## config.mk

```make
export PLATFORM = sky130hd
export DESIGN_NAME = uic_core
export DESIGN_NICKNAME = d
export VERILOG_FILES = /design/src/core/uic_pkg.sv /design/src/core/uic_edge_det.sv /design/src/core/uic_rx_timeout.sv /design/src/core/uic_core.sv
export SDC_FILE = /design/constraint.sdc
export NUM_CORES = 1
export LEC_CHECK = 0
export ABC_AREA = 0
export BUFFER_PORTS_ARGS = -buffer_cell sky130_fd_sc_hd__buf_4
export CAP_MARGIN = 20
export CORE_MARGIN = 2
export CORE_UTILIZATION = 50
export CTS_CLUSTER_DIAMETER = 200
export DETAILED_ROUTE_END_ITERATION = 7
export PLACE_DENSITY_LB_ADDON = 0.25
export SLEW_MARGIN = 10
export SYNTH_ARGS = -nofsm -noshare
export SYNTH_HDL_FRONTEND = slang
export SYNTH_SLANG_ARGS = --single-unit
```

## constraint.sdc

```tcl
create_clock -name clk_sys -period 5.8 [get_ports clk_sys]
set_input_delay 1.74 -clock clk_sys [delete_from_list [all_inputs] [get_ports clk_sys]]
set_output_delay 1.74 -clock clk_sys [all_outputs]
set_load 0.1 [all_outputs]
```

## src/core/uic_pkg.sv

```systemverilog
package uic_pkg;

  // ---------------------------------------------
  // Register addresses on A2..A0
  // ---------------------------------------------
  localparam logic [2:0] ADDR_DATA = 3'h0;
  localparam logic [2:0] ADDR_IER = 3'h1;
  localparam logic [2:0] ADDR_ISR_FCR = 3'h2;
  localparam logic [2:0] ADDR_LSR = 3'h5;
  localparam logic [2:0] ADDR_MSR = 3'h6;

  // ---------------------------------------------
  // Enable register fields
  // ---------------------------------------------
  localparam int IER_RX = 0;
  localparam int IER_TX = 1;
  localparam int IER_LS = 2;
  localparam int IER_MS = 3;
  localparam int IER_SLEEP = 4;
  localparam int IER_XOFF = 5;
  localparam int IER_RTS = 6;
  localparam int IER_CTS = 7;
  localparam logic [7:0] IER_RST = 8'h00;

  // ---------------------------------------------
  // FIFO control fields
  // ---------------------------------------------
  localparam int FCR_EN = 0;
  localparam int FCR_RXRST = 1;
  localparam int FCR_TXRST = 2;
  localparam int FCR_DMA = 3;
  localparam int FCR_TXTRIG = 4;
  localparam int FCR_RXTRIG = 6;
  localparam logic [7:0] FCR_RST = 8'h00;

  // ---------------------------------------------
  // Status codes, bits 5..0
  // ---------------------------------------------
  localparam logic [5:0] CODE_LS = 6'h06;
  localparam logic [5:0] CODE_TO = 6'h0C;
  localparam logic [5:0] CODE_RX = 6'h04;
  localparam logic [5:0] CODE_TX = 6'h02;
  localparam logic [5:0] CODE_MS = 6'h00;
  localparam logic [5:0] CODE_XOFF = 6'h10;
  localparam logic [5:0] CODE_FLOW = 6'h20;
  localparam logic [5:0] CODE_NONE = 6'h01;

  // ---------------------------------------------
  // Receive timeout length
  // ---------------------------------------------
  localparam int TO_CHARS = 4;
  localparam int TO_EXTRA_BITS = 12;

  // Interrupt sources in priority order
  typedef enum {
    SRC_NONE, SRC_LS, SRC_TO, SRC_RX, SRC_TX, SRC_MS, SRC_XOFF, SRC_FLOW
  } uic_src_t;

endpackage : uic_pkg

```

## src/core/uic_edge_det.sv

```systemverilog
`timescale 1ns/10ps
// Rising edge detector for a vector of levels
module uic_edge_det #(
  parameter int WIDTH = 1
) (
  // Clock and reset
  input wire logic clk_sys,
  input wire logic rst_n,
  // Levels and their rising edges
  input wire logic [WIDTH-1:0] level_in,
  output logic [WIDTH-1:0] rise_out
);

  // Previous sample of each level
  logic [WIDTH-1:0] prev_ff;

  // Track levels every cycle
  always_ff @(posedge clk_sys) begin
    if (!rst_n) begin
      // Follow the level in reset so a high idle level gives no false edge
      prev_ff <= level_in;
    end else begin
      prev_ff <= level_in;
    end
  end

  // Pulse for one cycle on a low to high change
  assign rise_out = level_in & ~prev_ff;

endmodule : uic_edge_det

```

## src/core/uic_rx_timeout.sv

```systemverilog
`timescale 1ns/10ps
// Receive timeout: bit times of silence with data waiting
module uic_rx_timeout #(
  parameter int CNT_W = 8
) (
  // Clock and reset
  input wire logic clk_sys,
  input wire logic rst_n,
  // Control
  input wire logic arm,
  input wire logic restart,
  input wire logic bit_tick,
  input wire logic [3:0] char_bits,
  // Timeout level, held until restart or disarm
  output logic expired
);

  // Bit time counter and expiry flag
  logic [CNT_W-1:0] count_ff;
  logic done_ff;
  logic [CNT_W-1:0] limit;

  // Four characters plus twelve bit times
  assign limit = CNT_W'(uic_pkg::TO_CHARS * int'(char_bits) + uic_pkg::TO_EXTRA_BITS);

  // Count bit ticks while armed and quiet
  always_ff @(posedge clk_sys) begin
    if (!rst_n) begin
      count_ff <= '0;
      done_ff <= 1'b0;
    end else if (!arm || restart) begin
      // New character, a read or an empty FIFO restarts
      count_ff <= '0;
      done_ff <= 1'b0;
    end else if (bit_tick && !done_ff) begin
      if (count_ff + CNT_W'(1) >= limit) begin
        done_ff <= 1'b1;
      end
      count_ff <= count_ff + CNT_W'(1);
    end
  end

  assign expired = done_ff;

endmodule : uic_rx_timeout

```

## src/core/uic_core.sv

```systemverilog
`timescale 1ns/10ps
// Interrupt enable, status and FIFO enable logic of one channel
module uic_core (
  // Clock and reset
  input wire logic clk_sys,
  input wire logic rst_n,
  // Parallel register bus
  input wire logic cs_n,
  input wire logic rd_n,
  input wire logic wr_n,
  input wire logic [2:0] addr,
  input wire logic [7:0] data_in,
  output logic [7:0] data_out,
  output logic data_oe_n,
  input wire logic [7:0] ext_rd_data,
  // Mode inputs from other channel registers
  input wire logic dlab_sel,
  input wire logic efr_access,
  input wire logic enh_func_en,
  input wire logic auto_rts_en,
  input wire logic auto_cts_en,
  input wire logic rs485_auto,
  input wire logic lsr_err_immediate,
  // Receiver status
  input wire logic rx_push,
  input wire logic rx_fifo_empty,
  input wire logic rx_at_trig,
  input wire logic rx_overrun,
  input wire logic rx_err_evt,
  input wire logic [2:0] head_err,
  input wire logic rx_fifo_err,
  input wire logic bit_tick,
  input wire logic [3:0] char_bits,
  input wire logic xoff_match,
  input wire logic xon_match,
  input wire logic special_match,
  // Transmitter status
  input wire logic thr_empty,
  input wire logic tx_below_trig,
  input wire logic tx_fifo_empty,
  input wire logic tx_all_empty,
  // Modem and flow pins
  input wire logic [3:0] msr_delta,
  input wire logic cts_in,
  input wire logic rts_out,
  // Interrupt output
  output logic irq,
  // Access pulses to neighbouring blocks
  output logic rhr_rd_pulse,
  output logic thr_wr_pulse,
  output logic msr_rd_pulse,
  output logic lsr_rd_pulse,
  // FIFO control outputs and sleep enable
  output logic fifo_en,
  output logic rx_fifo_rst,
  output logic tx_fifo_rst,
  output logic dma_mode,
  output logic [1:0] tx_trig_sel,
  output logic [1:0] rx_trig_sel,
  output logic sleep_en
);

  // ---------------------------------------------
  // Declarations
  // ---------------------------------------------
  // Bus activity levels and their starts
  logic rd_act;
  logic wr_act;
  logic rd_start;
  logic wr_start;
  // Decoded accesses
  logic ier_wr;
  logic fcr_wr;
  logic isr_rd;
  logic lsr_rd;
  logic rhr_rd;
  logic thr_wr;
  logic msr_rd;
  // Stored registers
  logic [7:0] ier_ff;
  logic [7:0] fcr_ff;
  logic [7:0] data_out_ff;
  // Line status pieces
  logic data_ready_ff;
  logic overrun_ff;
  logic [7:0] lsr_val;
  // Sticky pending flags and read delay
  logic ls_pend_ff;
  logic tx_pend_ff;
  logic xoff_pend_ff;
  logic spec_pend_ff;
  logic rts_pend_ff;
  logic cts_pend_ff;
  logic rhr_rd_d_ff;
  // Level conditions
  logic tx_cond;
  logic rx_cond;
  logic head_err_any;
  logic timeout;
  // Edge detector wiring
  logic [5:0] lvl_vec;
  logic [5:0] rise_vec;
  // Gated sources and encoder result
  logic p_ls, p_to, p_rx, p_tx, p_ms, p_xo, p_fl;
  uic_pkg::uic_src_t top_src;
  logic [5:0] isr_code;
  logic [7:0] isr_val;
  // Output registers
  logic irq_ff;
  logic rhr_rd_ff;
  logic thr_wr_ff;
  logic msr_rd_ff;
  logic lsr_rd_ff;
  logic rx_rst_ff;
  logic tx_rst_ff;

  // ---------------------------------------------
  // Bus decode
  // ---------------------------------------------
  // Strobes are levels; act once at the start
  assign rd_act = !cs_n && !rd_n;
  assign wr_act = !cs_n && !wr_n;

  // Edges of bus, flow pins and status levels
  assign lvl_vec = {head_err_any, tx_cond, rts_out, cts_in, wr_act, rd_act};

  uic_edge_det #(
    .WIDTH(6)
  ) u_edges (
    .clk_sys(clk_sys),
    .rst_n(rst_n),
    .level_in(lvl_vec),
    .rise_out(rise_vec)
  );

  assign rd_start = rise_vec[0];
  assign wr_start = rise_vec[1];

  // Register select by address and bank
  assign ier_wr = wr_start && addr == uic_pkg::ADDR_IER && !dlab_sel;
  assign fcr_wr = wr_start && addr == uic_pkg::ADDR_ISR_FCR && !efr_access;
  assign thr_wr = wr_start && addr == uic_pkg::ADDR_DATA && !dlab_sel;
  assign isr_rd = rd_start && addr == uic_pkg::ADDR_ISR_FCR && !efr_access;
  assign rhr_rd = rd_start && addr == uic_pkg::ADDR_DATA && !dlab_sel;
  assign lsr_rd = rd_start && addr == uic_pkg::ADDR_LSR;
  assign msr_rd = rd_start && addr == uic_pkg::ADDR_MSR;

  // ---------------------------------------------
  // Interrupt enable register
  // ---------------------------------------------
  // Low four bits always; upper four only in enhanced mode
  always_ff @(posedge clk_sys) begin
    if (!rst_n) begin
      ier_ff <= uic_pkg::IER_RST;
    end else if (ier_wr) begin
      ier_ff[3:0] <= data_in[3:0];
      if (enh_func_en) begin
        ier_ff[7:4] <= data_in[7:4];
      end
    end
  end

  assign sleep_en = ier_ff[uic_pkg::IER_SLEEP];

  // ---------------------------------------------
  // FIFO control register
  // ---------------------------------------------
  // Write with bit 0 clear only disables the FIFOs
  always_ff @(posedge clk_sys) begin
    if (!rst_n) begin
      fcr_ff <= uic_pkg::FCR_RST;
    end else if (fcr_wr) begin
      fcr_ff[uic_pkg::FCR_EN] <= data_in[uic_pkg::FCR_EN];
      if (data_in[uic_pkg::FCR_EN]) begin
        // Other bits only take effect with enable set
        fcr_ff[uic_pkg::FCR_DMA] <= data_in[uic_pkg::FCR_DMA];
        fcr_ff[7:6] <= data_in[7:6];
        if (enh_func_en) begin
          fcr_ff[5:4] <= data_in[5:4];
        end
      end
    end
  end

  // FIFO reset bits are self clearing pulses
  always_ff @(posedge clk_sys) begin
    if (!rst_n) begin
      rx_rst_ff <= 1'b0;
      tx_rst_ff <= 1'b0;
    end else begin
      rx_rst_ff <= fcr_wr && data_in[uic_pkg::FCR_EN] && data_in[uic_pkg::FCR_RXRST];
      tx_rst_ff <= fcr_wr && data_in[uic_pkg::FCR_EN] && data_in[uic_pkg::FCR_TXRST];
    end
  end

  assign fifo_en = fcr_ff[uic_pkg::FCR_EN];
  assign dma_mode = fcr_ff[uic_pkg::FCR_DMA];
  assign tx_trig_sel = fcr_ff[uic_pkg::FCR_TXTRIG +: 2];
  assign rx_trig_sel = fcr_ff[uic_pkg::FCR_RXTRIG +: 2];
  assign rx_fifo_rst = rx_rst_ff;
  assign tx_fifo_rst = tx_rst_ff;

  // ---------------------------------------------
  // Line status register
  // ---------------------------------------------
  // Data ready: a push wins over the empty clear
  always_ff @(posedge clk_sys) begin
    if (!rst_n) begin
      data_ready_ff <= 1'b0;
    end else if (rx_push) begin
      data_ready_ff <= 1'b1;
    end else if (rx_fifo_empty) begin
      data_ready_ff <= 1'b0;
    end
  end

  // Overrun is sticky until the line status is read
  always_ff @(posedge clk_sys) begin
    if (!rst_n) begin
      overrun_ff <= 1'b0;
    end else if (rx_overrun) begin
      overrun_ff <= 1'b1;
    end else if (lsr_rd) begin
      overrun_ff <= 1'b0;
    end
  end

  // Error of current byte, empties, error anywhere
  assign head_err_any = |head_err;
  assign lsr_val = {rx_fifo_err && fifo_en, tx_all_empty, thr_empty,
                    head_err, overrun_ff, data_ready_ff};

  // ---------------------------------------------
  // Source conditions
  // ---------------------------------------------
  // Receive ready: trigger level or holding character
  assign rx_cond = fifo_en ? rx_at_trig : data_ready_ff;

  // Transmit ready condition by mode
  always_comb begin
    if (rs485_auto) begin
      tx_cond = tx_all_empty;
    end else if (fifo_en) begin
      tx_cond = tx_below_trig || tx_fifo_empty;
    end else begin
      tx_cond = thr_empty;
    end
  end

  // Receive timeout timer, FIFO mode only
  uic_rx_timeout #(
    .CNT_W(8)
  ) u_timeout (
    .clk_sys(clk_sys),
    .rst_n(rst_n),
    .arm(fifo_en && !rx_fifo_empty),
    .restart(rx_push || rhr_rd),
    .bit_tick(bit_tick),
    .char_bits(char_bits),
    .expired(timeout)
  );

  // Delay register so errors are checked on the new head
  always_ff @(posedge clk_sys) begin
    if (!rst_n) begin
      rhr_rd_d_ff <= 1'b0;
    end else begin
      rhr_rd_d_ff <= rhr_rd;
    end
  end

  // ---------------------------------------------
  // Sticky pending flags
  // ---------------------------------------------
  // Line status: overrun at once, errors by mode
  always_ff @(posedge clk_sys) begin
    if (!rst_n) begin
      ls_pend_ff <= 1'b0;
    end else if (rx_overrun) begin
      ls_pend_ff <= 1'b1;
    end else if (lsr_err_immediate && rx_err_evt) begin
      ls_pend_ff <= 1'b1;
    end else if (!lsr_err_immediate && head_err_any && (rise_vec[5] || rhr_rd_d_ff)) begin
      ls_pend_ff <= 1'b1;
    end else if (lsr_rd) begin
      ls_pend_ff <= 1'b0;
    end
  end

  // Transmit ready: new condition or enable while true
  always_ff @(posedge clk_sys) begin
    if (!rst_n) begin
      tx_pend_ff <= 1'b0;
    end else if (rise_vec[4]) begin
      tx_pend_ff <= 1'b1;
    end else if (ier_wr && data_in[uic_pkg::IER_TX] && !ier_ff[uic_pkg::IER_TX] && tx_cond) begin
      tx_pend_ff <= 1'b1;
    end else if (thr_wr || (isr_rd && top_src == uic_pkg::SRC_TX)) begin
      tx_pend_ff <= 1'b0;
    end
  end

  // Xoff match: held until Xon or a status read
  always_ff @(posedge clk_sys) begin
    if (!rst_n) begin
      xoff_pend_ff <= 1'b0;
    end else if (xoff_match) begin
      xoff_pend_ff <= 1'b1;
    end else if (xon_match || (isr_rd && top_src == uic_pkg::SRC_XOFF)) begin
      xoff_pend_ff <= 1'b0;
    end
  end

  // Special character: cleared by read or next character
  always_ff @(posedge clk_sys) begin
    if (!rst_n) begin
      spec_pend_ff <= 1'b0;
    end else if (special_match) begin
      spec_pend_ff <= 1'b1;
    end else if (rx_push || (isr_rd && top_src == uic_pkg::SRC_XOFF)) begin
      spec_pend_ff <= 1'b0;
    end
  end

  // Flow pin rising edges under automatic flow control
  always_ff @(posedge clk_sys) begin
    if (!rst_n) begin
      rts_pend_ff <= 1'b0;
      cts_pend_ff <= 1'b0;
    end else begin
      if (auto_rts_en && rise_vec[3]) begin
        rts_pend_ff <= 1'b1;
      end else if (msr_rd) begin
        rts_pend_ff <= 1'b0;
      end
      if (auto_cts_en && rise_vec[2]) begin
        cts_pend_ff <= 1'b1;
      end else if (msr_rd) begin
        cts_pend_ff <= 1'b0;
      end
    end
  end

  // ---------------------------------------------
  // Enable gating
  // ---------------------------------------------
  assign p_ls = ier_ff[uic_pkg::IER_LS] && ls_pend_ff;
  assign p_to = ier_ff[uic_pkg::IER_RX] && timeout;
  assign p_rx = ier_ff[uic_pkg::IER_RX] && rx_cond;
  assign p_tx = ier_ff[uic_pkg::IER_TX] && tx_pend_ff;
  assign p_ms = ier_ff[uic_pkg::IER_MS] && (|msr_delta);
  assign p_xo = enh_func_en && ier_ff[uic_pkg::IER_XOFF]
                && (xoff_pend_ff || spec_pend_ff);
  assign p_fl = enh_func_en
                && ((ier_ff[uic_pkg::IER_RTS] && rts_pend_ff)
                    || (ier_ff[uic_pkg::IER_CTS] && cts_pend_ff));

  // ---------------------------------------------
  // Priority encoder
  // ---------------------------------------------
  // Highest pending source; lower ones wait their turn
  always_comb begin
    if (p_ls) begin
      top_src = uic_pkg::SRC_LS;
    end else if (p_to) begin
      top_src = uic_pkg::SRC_TO;
    end else if (p_rx) begin
      top_src = uic_pkg::SRC_RX;
    end else if (p_tx) begin
      top_src = uic_pkg::SRC_TX;
    end else if (p_ms) begin
      top_src = uic_pkg::SRC_MS;
    end else if (p_xo) begin
      top_src = uic_pkg::SRC_XOFF;
    end else if (p_fl) begin
      top_src = uic_pkg::SRC_FLOW;
    end else begin
      top_src = uic_pkg::SRC_NONE;
    end
  end

  // Code for the winning source
  always_comb begin
    unique case (top_src)
      uic_pkg::SRC_LS: isr_code = uic_pkg::CODE_LS;
      uic_pkg::SRC_TO: isr_code = uic_pkg::CODE_TO;
      uic_pkg::SRC_RX: isr_code = uic_pkg::CODE_RX;
      uic_pkg::SRC_TX: isr_code = uic_pkg::CODE_TX;
      uic_pkg::SRC_MS: isr_code = uic_pkg::CODE_MS;
      uic_pkg::SRC_XOFF: isr_code = uic_pkg::CODE_XOFF;
      uic_pkg::SRC_FLOW: isr_code = uic_pkg::CODE_FLOW;
      uic_pkg::SRC_NONE: isr_code = uic_pkg::CODE_NONE;
    endcase
  end

  // FIFO enable mirrored in the top two bits
  assign isr_val = {fifo_en, fifo_en, isr_code};

  // ---------------------------------------------
  // Read data
  // ---------------------------------------------
  // Captured at the start of a read, held until the next
  always_ff @(posedge clk_sys) begin
    if (!rst_n) begin
      data_out_ff <= 8'h00;
    end else if (rd_start) begin
      if (addr == uic_pkg::ADDR_IER && !dlab_sel) begin
        data_out_ff <= ier_ff;
      end else if (addr == uic_pkg::ADDR_ISR_FCR && !efr_access) begin
        data_out_ff <= isr_val;
      end else if (addr == uic_pkg::ADDR_LSR) begin
        data_out_ff <= lsr_val;
      end else begin
        data_out_ff <= ext_rd_data;
      end
    end
  end

  assign data_out = data_out_ff;
  // Drive the bus only during the read strobe
  assign data_oe_n = !(rd_act && rst_n);

  // ---------------------------------------------
  // Interrupt output and access pulses
  // ---------------------------------------------
  always_ff @(posedge clk_sys) begin
    if (!rst_n) begin
      irq_ff <= 1'b0;
      rhr_rd_ff <= 1'b0;
      thr_wr_ff <= 1'b0;
      msr_rd_ff <= 1'b0;
      lsr_rd_ff <= 1'b0;
    end else begin
      irq_ff <= top_src != uic_pkg::SRC_NONE;
      rhr_rd_ff <= rhr_rd;
      thr_wr_ff <= thr_wr;
      msr_rd_ff <= msr_rd;
      lsr_rd_ff <= lsr_rd;
    end
  end

  assign irq = irq_ff;
  assign rhr_rd_pulse = rhr_rd_ff;
  assign thr_wr_pulse = thr_wr_ff;
  assign msr_rd_pulse = msr_rd_ff;
  assign lsr_rd_pulse = lsr_rd_ff;

endmodule : uic_core

```

==> results_dict.tcl <==
set metrics [dict create \
    syn_to_final_growth_pct 28.4 \
    final_cell_mix "81 x buf_4, 52 x dfxtp_1, 42 x nand2_1" \
    clock-sinks 52 \
    drive_gt1_share_pct 25.4 \
    firstDrtPassIters 4 \
    cp_slowest_cell "buf_4" \
    vdd_drop_max_mv 0.143 \
    max_slew_margin_pct 34.2 \
    synth_edf_count 0 \
    critPathTopFamily "buffers and inverters" \
    power_density_nw_per_um2 219 \
    grt_use_total_pct 22.7 \
    path_clk_slew_ps 90 \
    ioPinCount 81 \
    overflow 0 \
    slowest_delay_ps 230 \
    postRouteAntennaNets 0 \
    p_leak_nw 1.41 \
    clock_skew_ps 5.56 \
    synth.distinct_cells 55 \
    crit_path_end_kind "primary output" \
    crit_top_cell "buf_4" \
    dieArea_um2 5860 \
    cp.required_ps 4060 \
    drt-initial-drc-count 299 \
    cp-start-kind "input pin" \
    cts_htree_levels 2 \
    grt_first_pass_wirelength_um 10900 \
    hold_viol_final 0 \
    worst-path-buf-inv 2 \
    dominantRegCellSynth "dfxtp_1" \
    num_vias 2568 \
    utilization_pct 66.2 \
    cts_max_path_buffers 2 \
    outcome "completed" \
    numCtsBuffers 5 \
    wl_per_cell_um 14.5 \
    crit_chain "buf_4 > nor2_1 > nand2_1 > buf_4" \
    mostFrequentLayoutCell "buf_4" \
    avgSynthCellArea_um2 8.30 \
    fmax_mhz 247 \
    setup_tns_ps 0 \
    crit_type "input pin to primary output" \
    rows 26 \
    max_cap_violations 0 \
    cts-root-buf "clkbuf_8" \
    cts_tree "yes" \
    drc_errors 0 \
    hold_path.class "register to register" \
    ys_seq_area_share_pct 39.5 \
    cts-hold-fix-buffers 0 \
    cts_setup_buffers 0 \
    port_buffers 80 \
    die_h_um 76.6 \
    viasPerCell 5.53 \
    min_period_ps 4050 \
    async_flop_share_pct 0 \
    synthesis.area_um2 2630 \
    core_um2 5110 \
    synth.net_count 383 \
    first_global_vias 2353 \
    ys_seq_elements 52 \
    ys.warnings.count 0 \
    rsz0062_at_grt "false" \
    worstSkewPairLatency_ps 310 \
    diodes 0 \
    grt_max_degree 28 \
    antenna_found_initial 0 \
    finalWeightedCongestion 0.928 \
    hpwl_um 5270 \
    setup_viol 0 \
    cts_resized 0 \
    finalWirelength_um 6710 \
    syn_inst 317 \
    worst_slew_pin_slew_ps 980 \
    maxSlewViolCount 0 \
    fin_nets 459 \
    start_util_pct 51.5 \
    path_max_fanout 6 \
    die_width_um 76.6 \
    crit_arrival_ps 2310 \
    min_period_over_period_pct 69.9 \
]
where the power goes:
group	switching (mW)	leakage [nW]	internal [mW]
combinational	0.0728	0.936	0.0501
clock	0.118	0.0541	0.128
sequential	0.00554	0.424	0.367
total	0.196	1.41	0.545
cells by family after synthesis:
logic type / count (synthesis) / synth area share (%)
AOI/OAI and AO/OA: 84 / 20.2
DFF: 52 / 39.5
and+or+nand+nor: 130 / 24.5
buffers and inverters: 19 / 3.28
xor gates and xnor gates: 15 / 4.99
muxes: 9 / 3.66
adders and majority gates: 8 / 3.80
registers in the layout, summed over array words and instances (netlist names), 6 cells and up:
name and cells:
data_out 8, fcr_ff 6, ier_ff 8, u_edges.prev_ff 6
u_timeout.count_ff 8
tightest hold or removal path, delay by kind of cell (launching register included):
| kind | cells | cell delay, ps |
|---|---|---|
| AOI/OAI and AO/OA | 1 | 50 |
| DFF | 1 | 320 |
| and+or+nand+nor | 1 | 50 |
cell usage after synthesis (2+ instances only):
master | number | area, µm²
a22oi_1 | 3 | 22.5
clkbuf_1 | 9 | 33.8
or3_1 | 5 | 31.3
nand3_1 | 15 | 75.1
nand2_1 | 42 | 158
a221oi_1 | 3 | 26.3
xor2_1 | 4 | 35.0
o21ai_0 | 19 | 95.1
a311oi_1 | 2 | 17.5
nor3_1 | 7 | 35.0
o211ai_1 | 3 | 22.5
xnor2_1 | 11 | 96.3
a21oi_1 | 29 | 145
dfxtp_1 | 52 | 1040
o31ai_1 | 3 | 22.5
and3_1 | 3 | 18.8
nor4b_4 | 2 | 47.6
buf_4 | 2 | 15.0
nor2_1 | 38 | 143
mux2i_1 | 7 | 70.1
ha_1 | 8 | 100
a31oi_1 | 3 | 18.8
a21boi_0 | 2 | 15.0
o21ai_1 | 2 | 10.0
inv_1 | 6 | 22.5
or4_1 | 2 | 15.0
nand2b_1 | 2 | 12.5
nor4_1 | 2 | 12.5
nand3b_1 | 4 | 30.0
a211oi_1 | 2 | 15.0
per-stage QoR:
stage	power (mW)	hold slack, ps	cells	area, µm²	setup WS (ps)
final	0.740	468	464	3380	1750
after detailed placement	0.503	452	456	3270	1750
after global routing	0.766	479	464	3380	1710
after CTS	0.744	467	464	3380	1750
after floorplan	0.450	435	317	2630	1490
after global placement	0.501	450	456	3270	1790
layer usage:
metal	routed length, µm	GRT usage (%)
met5	0	0
met4	68	5.09
met3	531	6.04
met2	3050	37.0
met1	3060	30.2
area by class of cell:
| cell class | instances | area [µm²] |
|---|---|---|
| Clock buffer | 5 | 68.8 |
| Sequential cell | 52 | 1040 |
| Inverter | 7 | 26.3 |
| Clock inverter | 3 | 42.5 |
| Timing Repair Buffer | 81 | 608 |
| Multi-Input combinational cell | 246 | 1510 |
| Fill cell | 457 | 1730 |
| Tap cell | 70 | 87.6 |
path summary, 6_finish.rpt:
check | slack [ps] | from | cells after the start | end
max | 1750 | cs_n | 4 | data_oe_n
min | 470 | fcr_ff[7]$_SDFFE_PN0P_ | 2 | fcr_ff[7]$_SDFFE_PN0P_
max reg2reg | 3810 | u_timeout.count_ff[0]$_SDFFE_PP0P_ | 9 | u_timeout.expired$_SDFFE_PP0P_
min reg2reg | 470 | fcr_ff[7]$_SDFFE_PN0P_ | 2 | fcr_ff[7]$_SDFFE_PN0P_
No activity file was read; power rests on OpenSTA's default activity.
